==> src/rtl/bfm_pkg.sv <==
/*
 * Constants for the ball function multiplexer: register addresses, field
 * positions, per-ball reset words and per-ball mode tables.
 * Assumes a single 40 MHz clock domain and one register per ball.
 */
// Behaviour
// - Ball drives the function software selected.
// - Mode code sits in low four bits.
// - One control register per ball, memory mapped.
// - Mode zero selects the ball's named signal.
// - Power-on reset gives each ball listed state.
// - Software enables or disables each pull resistor.
// - Balls without listed pull have none.
// - Serial b input ball modes 0,1,2,6.
// - Serial b output ball modes 0,1,2.
// - Host interrupt ball modes 0,1,2,6.
// - Sync input ball modes 0,1,6,7,9.
// - Sync output ball samples strap bit 1.
// - Test clock ball modes 0,1,2,8.
// - Test data input ball modes 0,1,2.
// - Test data output samples strap bit 0.
// - Test mode ball modes 0,1,2,6.
// - Warm reset ball: mode 0, open drain.
// - Function select bits 3:0, reset one.
package bfm_pkg;
    localparam int NBALL = 10;          // balls handled here
    localparam int NMODE = 16;          // codes of a 4-bit field
    localparam int REG_W = 32;          // control register width
    localparam int MODE_W = 4;          // function select width
    // field positions of a ball control register
    localparam int FSEL_LSB = 0;
    localparam int FSEL_MSB = 3;
    localparam int IE_CTRL_BIT = 4;     // input override control
    localparam int IE_OVR_BIT = 5;      // forced input value
    localparam int OE_CTRL_BIT = 6;     // output override control
    localparam int OE_OVR_BIT = 7;      // 1 = output forced off
    localparam int PULL_DIS_BIT = 8;    // 1 = pull disabled
    localparam int PULL_UP_BIT = 9;     // 1 = up, 0 = down
    localparam logic [MODE_W-1:0] MODE_DEFAULT = 4'h0;
    localparam logic [MODE_W-1:0] FSEL_RST = 4'h1;
    // ball indices
    localparam int B_SERB_IN = 0;
    localparam int B_SERB_OUT = 1;
    localparam int B_HOST_INT = 2;
    localparam int B_SYNC_IN = 3;
    localparam int B_SYNC_OUT = 4;
    localparam int B_TEST_CLK = 5;
    localparam int B_TEST_DI = 6;
    localparam int B_TEST_DO = 7;
    localparam int B_TEST_MODE = 8;
    localparam int B_WARM_RST = 9;
    // ball_control_register addresses, main_subsystem map
    localparam logic [31:0] BALL_ADDR [NBALL] = '{
        32'hFFFFEA20, 32'hFFFFEA1C, 32'hFFFFEA00, 32'hFFFFEA6C,
        32'hFFFFEA70, 32'hFFFFEA50, 32'h0FFFEA58, 32'hFFFFEA5C,
        32'hFFFFEA54, 32'hFFFFEA48};
    // power-on words: fsel 1, output off except B_TEST_DO forced on, pull per ball
    localparam logic [REG_W-1:0] RST_VAL [NBALL] = '{
        32'h000002C1, 32'h000002C1, 32'h000000C1, 32'h000000C1,
        32'h000000C1, 32'h000000C1, 32'h000002C1, 32'h00000141,
        32'h000000C1, 32'h000001C1};
    // listed modes per ball, bit n = mode n
    localparam logic [NMODE-1:0] VALID_MASK [NBALL] = '{
        16'h0047, 16'h0007, 16'h0047, 16'h02C3, 16'h0E03,
        16'h0107, 16'h0007, 16'h02C7, 16'h0047, 16'h0001};
    // modes whose function may drive the ball
    localparam logic [NMODE-1:0] OUT_MASK [NBALL] = '{
        16'h0047, 16'h0007, 16'h0047, 16'h0241, 16'h0C03,
        16'h0105, 16'h0001, 16'h00C7, 16'h0005, 16'h0001};
    localparam logic [NBALL-1:0] HAS_PULL = 10'h17F;
    localparam logic [NBALL-1:0] OPEN_DRAIN = 10'h200;
endpackage

==> src/rtl/bfm_ball_if.sv <==
/*
 * Carrier between the register side and one ball's routing logic.
 * Assumes one instance per ball, all on the block clock.
 */
`timescale 1ns/1ps
`default_nettype none
interface bfm_ball_if;
    logic [bfm_pkg::REG_W-1:0] ctrl;    // control register word
    logic hold_off;                     // strap sampling, keep output off
    logic [bfm_pkg::NMODE-1:0] fn_out;  // function output per mode
    logic [bfm_pkg::NMODE-1:0] fn_oe;   // function enable per mode
    logic pad_in;                       // level seen on the ball
    logic pad_out;                      // level driven to the ball
    logic pad_oe;                       // ball driver enable
    logic pull_en;                      // pull resistor on
    logic pull_up;                      // pull direction
    logic fn_in;                        // input given to functions
    logic [bfm_pkg::NMODE-1:0] fn_sel;  // one-hot selected function
    modport ctl(output ctrl, hold_off, fn_out, fn_oe, pad_in,
        input pad_out, pad_oe, pull_en, pull_up, fn_in, fn_sel);
    modport ball(input ctrl, hold_off, fn_out, fn_oe, pad_in,
        output pad_out, pad_oe, pull_en, pull_up, fn_in, fn_sel);
endinterface
`default_nettype wire

==> src/rtl/bfm_ball.sv <==
/*
 * Routing for one ball: picks the function named by the mode code,
 * applies overrides and pulls, registers everything toward the pad.
 * Assumes the control word is stable register state.
 */
`timescale 1ns/1ps
`default_nettype none
module bfm_ball #(
    parameter logic [bfm_pkg::NMODE-1:0] VALID = 16'h0001,
    parameter logic [bfm_pkg::NMODE-1:0] OUTM = 16'h0001,
    parameter bit HASPULL = 1'b1,
    parameter bit ODRAIN = 1'b0
) (
    // clock and reset
    input wire logic clk,
    input wire logic rstn,
    input wire logic ce,
    // ball carrier
    bfm_ball_if.ball bi
);
    // mode decode
    wire [bfm_pkg::MODE_W-1:0] sel =
        bi.ctrl[bfm_pkg::FSEL_MSB:bfm_pkg::FSEL_LSB];
    wire listed = VALID[sel];
    wire drv_out = listed & bi.fn_out[sel];
    wire drv_oe = listed & OUTM[sel] & bi.fn_oe[sel];
    wire oe_ctl = bi.ctrl[bfm_pkg::OE_CTRL_BIT];
    wire oe_raw = bi.hold_off ? 1'b0 :
        (oe_ctl ? ~bi.ctrl[bfm_pkg::OE_OVR_BIT] : drv_oe);
    // open drain only ever pulls low
    wire out_nxt = ODRAIN ? 1'b0 : drv_out;
    wire oe_nxt = ODRAIN ? (oe_raw & ~drv_out) : oe_raw;
    wire in_nxt = bi.ctrl[bfm_pkg::IE_CTRL_BIT] ?
        bi.ctrl[bfm_pkg::IE_OVR_BIT] : bi.pad_in;
    wire pen_nxt = HASPULL & ~bi.ctrl[bfm_pkg::PULL_DIS_BIT];
    wire [bfm_pkg::NMODE-1:0] onehot = {{(bfm_pkg::NMODE-1){1'b0}}, 1'b1};
    wire [bfm_pkg::NMODE-1:0] sel_nxt = listed ? (onehot << sel) :
        {bfm_pkg::NMODE{1'b0}};

    // pad side registers; a cycle of latency keeps pads glitch free
    always_ff @(posedge clk or negedge rstn) begin
        if (!rstn) begin
            bi.pad_out <= 1'b0;
            bi.pad_oe <= 1'b0;
            bi.pull_en <= 1'b0;
            bi.pull_up <= 1'b0;
            bi.fn_in <= 1'b0;
            bi.fn_sel <= {bfm_pkg::NMODE{1'b0}};
        end else if (ce) begin
            bi.pad_out <= out_nxt;
            bi.pad_oe <= oe_nxt;
            bi.pull_en <= pen_nxt;
            bi.pull_up <= bi.ctrl[bfm_pkg::PULL_UP_BIT];
            bi.fn_in <= in_nxt;
            bi.fn_sel <= sel_nxt;
        end
    end
endmodule
`default_nettype wire

==> src/rtl/bfm_top.sv <==
/*
 * Ball function multiplexer for ten balls: control registers on the
 * processor register port, per-ball routing, boot strap capture.
 * Assumes synchronous pad inputs and a register port that presents
 * a full byte address with one-cycle read and write strobes.
 */
`timescale 1ns/1ps
`default_nettype none
module bfm_top (
    // clock, reset, enable
    input wire logic clk,
    input wire logic rstn,
    input wire logic ce,
    // register port
    input wire logic [31:0] reg_addr,
    input wire logic reg_wr,
    input wire logic [bfm_pkg::REG_W-1:0] reg_wdata,
    input wire logic reg_rd,
    output logic [bfm_pkg::REG_W-1:0] reg_rdata,
    output logic reg_rvalid,
    output logic reg_err,
    // balls
    input wire logic [bfm_pkg::NBALL-1:0] pad_in,
    output logic [bfm_pkg::NBALL-1:0] pad_out,
    output logic [bfm_pkg::NBALL-1:0] pad_oe,
    output logic [bfm_pkg::NBALL-1:0] pull_en,
    output logic [bfm_pkg::NBALL-1:0] pull_up,
    // internal functions, per ball and per mode
    input wire logic [bfm_pkg::NBALL-1:0][bfm_pkg::NMODE-1:0] fn_out,
    input wire logic [bfm_pkg::NBALL-1:0][bfm_pkg::NMODE-1:0] fn_oe,
    output logic [bfm_pkg::NBALL-1:0] fn_in,
    output logic [bfm_pkg::NBALL-1:0][bfm_pkg::NMODE-1:0] fn_sel,
    // boot straps
    output logic boot_strap_bit0,
    output logic boot_strap_bit1,
    output logic strap_valid
);
    localparam int NB = bfm_pkg::NBALL;
    localparam int RW = bfm_pkg::REG_W;

    // register state and decode
    logic [RW-1:0] ctrl_r [NB];         // one control word per ball
    logic [NB-1:0] hit;                 // address match per ball
    logic [RW-1:0] rd_part [NB];        // gated read word per ball
    logic [RW-1:0] rd_acc [NB+1];       // or-chain of read words
    logic [bfm_pkg::MODE_W-1:0] sel_w [NB];
    logic [NB-1:0] listed_w;            // selected mode is listed
    logic [NB-1:0] exp_out;             // helper: expected pad level
    logic [NB-1:0] hold_w;              // output held for strap
    wire any_hit = |hit;

    // read response and strap state
    logic [RW-1:0] rdata_r;
    logic rvalid_r;
    logic err_r;
    logic strap_done_r;
    logic strap0_r;
    logic strap1_r;

    assign rd_acc[0] = {RW{1'b0}};

    genvar b;
    generate
        for (b = 0; b < NB; b++) begin : g_ball
            bfm_ball_if u_if();

            // full address compare, one word per ball
            assign hit[b] = (reg_addr == bfm_pkg::BALL_ADDR[b]);
            assign rd_part[b] = hit[b] ? ctrl_r[b] : {RW{1'b0}};
            assign rd_acc[b+1] = rd_acc[b] | rd_part[b];
            assign sel_w[b] =
                ctrl_r[b][bfm_pkg::FSEL_MSB:bfm_pkg::FSEL_LSB];
            // per-ball mode tables
            assign listed_w[b] = bfm_pkg::VALID_MASK[b][sel_w[b]];
            assign exp_out[b] = listed_w[b] & fn_out[b][sel_w[b]];
            // strap balls stay off until the strap is taken
            assign hold_w[b] = !strap_done_r &&
                (b == bfm_pkg::B_SYNC_OUT || b == bfm_pkg::B_TEST_DO);

            // control word: write stores the whole word
            always_ff @(posedge clk or negedge rstn) begin
                if (!rstn) begin
                    ctrl_r[b] <= bfm_pkg::RST_VAL[b];
                end else if (ce && reg_wr && hit[b]) begin
                    ctrl_r[b] <= reg_wdata;
                end
            end

            // carrier toward the ball logic
            assign u_if.ctrl = ctrl_r[b];
            assign u_if.hold_off = hold_w[b];
            assign u_if.fn_out = fn_out[b];
            assign u_if.fn_oe = fn_oe[b];
            assign u_if.pad_in = pad_in[b];
            assign pad_out[b] = u_if.pad_out;
            assign pad_oe[b] = u_if.pad_oe;
            assign pull_en[b] = u_if.pull_en;
            assign pull_up[b] = u_if.pull_up;
            assign fn_in[b] = u_if.fn_in;
            assign fn_sel[b] = u_if.fn_sel;

            // one routing slice per ball
            bfm_ball #(
                .VALID(bfm_pkg::VALID_MASK[b]),
                .OUTM(bfm_pkg::OUT_MASK[b]),
                .HASPULL(bfm_pkg::HAS_PULL[b]),
                .ODRAIN(bfm_pkg::OPEN_DRAIN[b])
            ) u_ball (
                .clk(clk),
                .rstn(rstn),
                .ce(ce),
                .bi(u_if.ball)
            );
        end
    endgenerate

    // read port: data registered, unmapped reads give zero and err
    always_ff @(posedge clk or negedge rstn) begin
        if (!rstn) begin
            rdata_r <= {RW{1'b0}};
            rvalid_r <= 1'b0;
            err_r <= 1'b0;
        end else if (ce) begin
            rdata_r <= reg_rd ? rd_acc[NB] : {RW{1'b0}};
            rvalid_r <= reg_rd;
            err_r <= (reg_rd || reg_wr) && !any_hit;
        end
    end

    assign reg_rdata = rdata_r;
    assign reg_rvalid = rvalid_r;
    assign reg_err = err_r;

    // straps are taken on the first enabled edge after reset release;
    // the level is never loaded under reset, only by the clock
    always_ff @(posedge clk or negedge rstn) begin
        if (!rstn) begin
            strap_done_r <= 1'b0;
            strap0_r <= 1'b0;
            strap1_r <= 1'b0;
        end else if (ce && !strap_done_r) begin
            strap_done_r <= 1'b1;
            strap0_r <= pad_in[bfm_pkg::B_TEST_DO];
            strap1_r <= pad_in[bfm_pkg::B_SYNC_OUT];
        end
    end

    assign boot_strap_bit0 = strap0_r;
    assign boot_strap_bit1 = strap1_r;
    assign strap_valid = strap_done_r;

    generate
        for (b = 0; b < NB; b++) begin : g_chk

        end
    endgenerate
endmodule
`default_nettype wire

==> config.mk <==
export PLATFORM = sky130hd
export DESIGN_NAME = bfm_top
export DESIGN_NICKNAME = d
export VERILOG_FILES = /design/src/rtl/bfm_pkg.sv /design/src/rtl/bfm_ball_if.sv /design/src/rtl/bfm_ball.sv /design/src/rtl/bfm_top.sv
export SDC_FILE = /design/constraint.sdc
export NUM_CORES = 1
export LEC_CHECK = 0
export BUFFER_PORTS_ARGS = -buffer_cell sky130_fd_sc_hd__buf_2
export CAP_MARGIN = 20
export CORE_AREA = 2 2 249 251
export CTS_CLUSTER_SIZE = 8
export DETAILED_ROUTE_END_ITERATION = 8
export DIE_AREA = 0 0 251 253
export GPL_ROUTABILITY_DRIVEN = 0
export SETUP_SLACK_MARGIN = 0.05
export SLEW_MARGIN = 10
export SYNTH_ARGS = -nofsm -noshare
export SYNTH_HDL_FRONTEND = slang
export SYNTH_SLANG_ARGS = --single-unit
export TNS_END_PERCENT = 10
==> constraint.sdc <==
create_clock -name clk -period 4.1 [get_ports clk]
set_input_delay 0 -clock clk [delete_from_list [all_inputs] [get_ports clk]]
set_output_delay 0 -clock clk [all_outputs]
set_load 0.05 [all_outputs]
==> reports/summary.txt <==
Layout net count - 2735
Hold Startpoint - reg_addr[1]
Count leader, synth - dfrtp_1
Fill cell count - 5415
First-pass iteration count of the detailed router - 8
Global Route Usage Sum - 0.234
Final wirelength - 75200 um
Total CTS buffers - 80
Unrepaired setup endpoints after global routing - no
First-pass GRT wire length - 113000 um
Synth warnings - 0
Worst Hold Class - in2reg
Vias in the first global route - 17900
DIE WIDTH - 251 um
Chip Height - 253 um
Core area - 61000 um^2
Area grow syn2layout - 22.8%
CTS tree - yes
Required @ worst endpoint - 4.64 ns
Place WS - 0.677 ns
Initial antenna violation count - 15
Final Instance Area - 30200 um^2
Number of synthesized flops with an enable pin - 0
Final setup violation count - 0
Area leader, netlist - dfrtp_1
Psw - 0.00316 W
Clock Tree Buf Depth - 3
Crit. Startpoint - ce
Setup bufs post-CTS - 0
Iter 0 DRT Violations - 1303
Share of total power in combinational logic - 0.067
Int Pwr - 0.00956 W
Layout cell share with drive strength beyond 1 - 0.399
Clk_lat worst skew - 0.64 ns
Final ANT Viol Nets - 0
Setup TNS - 0 ns
H-tree levels - 3
DP HPWL - 48300 um
Sequential element share of the synthesized area - 0.575
Post-Syn Instances - 1954
Total number of vias - 17500
Async SR Flop Fraction - 1.00
CP max-delay cell - clkinv_2
Synth top area cells - dfrtp_1 (54%), mux2_2 (16%), dfstp_2 (3.6%)
Worst Tran Pin Value - 1.03 ns
Hold violation total from the final report - 0
Syn avg cell area - 12.6 um^2
Pwr Density - 421 nW/um^2
Reg-to-reg critical path startpoint - g_ball[2].u_if.ctrl[1]
DR vias/cell - 5.50
Worst setup EP type - register
Fin Clk Skew - 0.0502 ns
IO Port Bufs - 396
Critical Path Max Stage Delay - 0.94 ns
Row cnt - 91
Relative slew slack - 0.316
Finished Layout Cells - 3181
CP bufs+invs - 5
Setup WS post-layout - 0.995 ns
Reg clk slew, reported paths - 0.05 ns
GRT Residual Overflow - 0
CP cell instances - dlygate4sd3_1, clkbuf_8, clkinv_2, buf_4, o41ai_1, dlygate4sd3_1
Outcome - finished, final reports clean
Yosys top cell area share - 0.539
Crit-path leading delay family - buffers and inverters
CTS sink count - 564
Die Area - 63500 um^2
MaxCap Viol Count - 0
Most used flip-flop cell after synthesis - dfrtp_1
# resized after CTS - 0
Crit-path max FO - 85
Pleak - 14.7 nW
Boundary Pins - 646
Cell Area, Placed - 27000 um^2
Tcrit/Tclk final - 0.757
Synth cell count leaders - dfrtp_1 (530), mux2_2 (344), nor2b_1 (127)
Number of distinct standard cells referenced by the synthesized netlist - 58
Final slew viol count - 0
Min Tclk post-route - 3.10 ns
Sw Share - 0.249
Mapped Area - 24600 um^2
Critical path class - in2reg
Pin count of the biggest net entering global routing - 128
Critical path's most frequent cell - dlygate4sd3_1
Clock power frac - 0.488
Peak VDD IR - 0.390 mV
Synth Register Bits - 564
CP startpoint kind - primary input
Dpl cells - 2960
CP arrival - 3.64 ns
Root buffer cell - clkbuf_16
Initial core utilization - 0.403
Hold slack - 0.0711 ns
Sequential Power Share - 0.446
Fmax - 322 MHz
# DRC - 0
WL per Instance - 23.6 um
## kinds of logic after synthesis
logic type             synth area share
other                          0.000152
and+or+nand+nor                  0.0840
DFF                               0.575
AOI/OAI and AO/OA                0.0949
buffers and inverters            0.0483
muxes                             0.198
## metal layers
| layer | track usage | up-vias | wire, um | part of all wire |
|---|---|---|---|---|
| li1 | - | 7748 | - | - |
| met1 | 0.306 | 8935 | 32200 | 0.43 |
| met2 | 0.376 | 684 | 35000 | 0.47 |
| met3 | 0.0690 | 111 | 6100 | 0.081 |
| met4 | 0.0726 | 14 | 1820 | 0.024 |
| met5 | 0 | - | 89 | 0.0012 |
## power by group through the flow
stage	Clock [W]	Sequential (W)	Combinational [W]
2_1_floorplan	0	0.00584	0.000379
3_3_place_gp	0	0.00576	0.000770
3_5_place_dp	0	0.00576	0.000783
4_1_cts	0.00633	0.00567	0.000853
5_1_grt	0.00659	0.00567	0.000910
6_report	0.00621	0.00567	0.000847
## worst paths after layout
path | cells past startpoint | slack [ns] | endpoint
max | 6 | 1.0 | g_ball[0].u_ball.bi.pad_out
min | 5 | 0.07 | reg_rdata[1]
max reg2reg | 6 | 1.30 | g_ball[2].u_ball.bi.pad_oe
min reg2reg | 2 | 0.48 | g_ball[3].u_ball.bi.pull_en
max in group asynchronous | 3 | 2.69 | g_ball[4].u_if.ctrl[22]
min in group asynchronous | 2 | 0.10 | g_ball[3].u_if.ctrl[17]
## worst reg2reg max path, cell delays in order, from the launching register on
cell and delay, ns:
dfrtp_1 0.56, and3b_1 0.32, a21oi_1 0.09, dlygate4sd3_1 0.54, or4_1 0.46, dlygate4sd3_1 0.57, a31oi_1 0.17
## cell usage in the layout (no fill, tap or decap), types with 5 or more instances in the layout
cell type,Yosys,routed
nor2_1,56,55
a21oi_1,71,71
o21ai_0,39,39
a21o_1,30,30
nor4_1,10,8
nand4_1,10,10
nand4b_1,7,7
or4_1,6,5
diode_2,0,7
a221oi_1,5,5
buf_2,5,395
nand3_1,21,18
dfstp_2,34,34
clkbuf_1,117,42
buf_4,50,36
dlygate4sd3_1,0,84
nand2_1,87,86
mux2_4,30,30
dfrtp_1,530,530
o31ai_1,6,6
a41oi_1,29,29
nor2b_1,127,127
nor3_1,15,13
clkbuf_16,0,81
a32oi_1,32,32
a31oi_1,9,9
mux2i_1,50,50
and2_1,7,6
a222oi_1,29,29
a22o_1,10,10
inv_1,34,33
o41ai_1,6,6
mux2_2,344,344
o2bb2ai_1,36,36
nand2b_1,15,15
buf_12,0,6
## what timing repair did
item	4_1_cts	5_1_grt
hold buffers	84	0
setup endpoints to repair	0	0
hold endpoints to repair	494	0
## state kept, by name (all words and copies together) (netlist names)
name / cells
g_ball.u_if.ctrl: 320
g_ball.u_ball.bi.fn_sel: 160
reg_rdata: 32
g_ball.u_ball.bi.fn_in: 10
g_ball.u_ball.bi.pad_oe: 10
g_ball.u_ball.bi.pull_up: 10
g_ball.u_ball.bi.pad_out: 9
g_ball.u_ball.bi.pull_en: 8
boot_strap_bit0: 1
boot_strap_bit1: 1
reg_err: 1
reg_rvalid: 1
strap_valid: 1
## cell type report
type	count	area, um^2	area share
sequential	564	14200	0.468
multi-input combinational	1133	9340	0.309
timing repair buffer	523	3240	0.107
clock buffer	124	2200	0.0727
tap	790	988	0.0327
clock inverter	6	160	0.00530
inverter	34	129	0.00426
antenna	7	17.5	0.000580
## stage by stage
stage	total power, W	utilization
after floorplan	0.00622	-
after global placement	0.00653	0.442
after detailed placement	0.00654	0.443
after CTS	0.0129	0.495
after global routing	0.0132	0.495
final	0.0127	0.495
(Power assumes the default switching activity.)
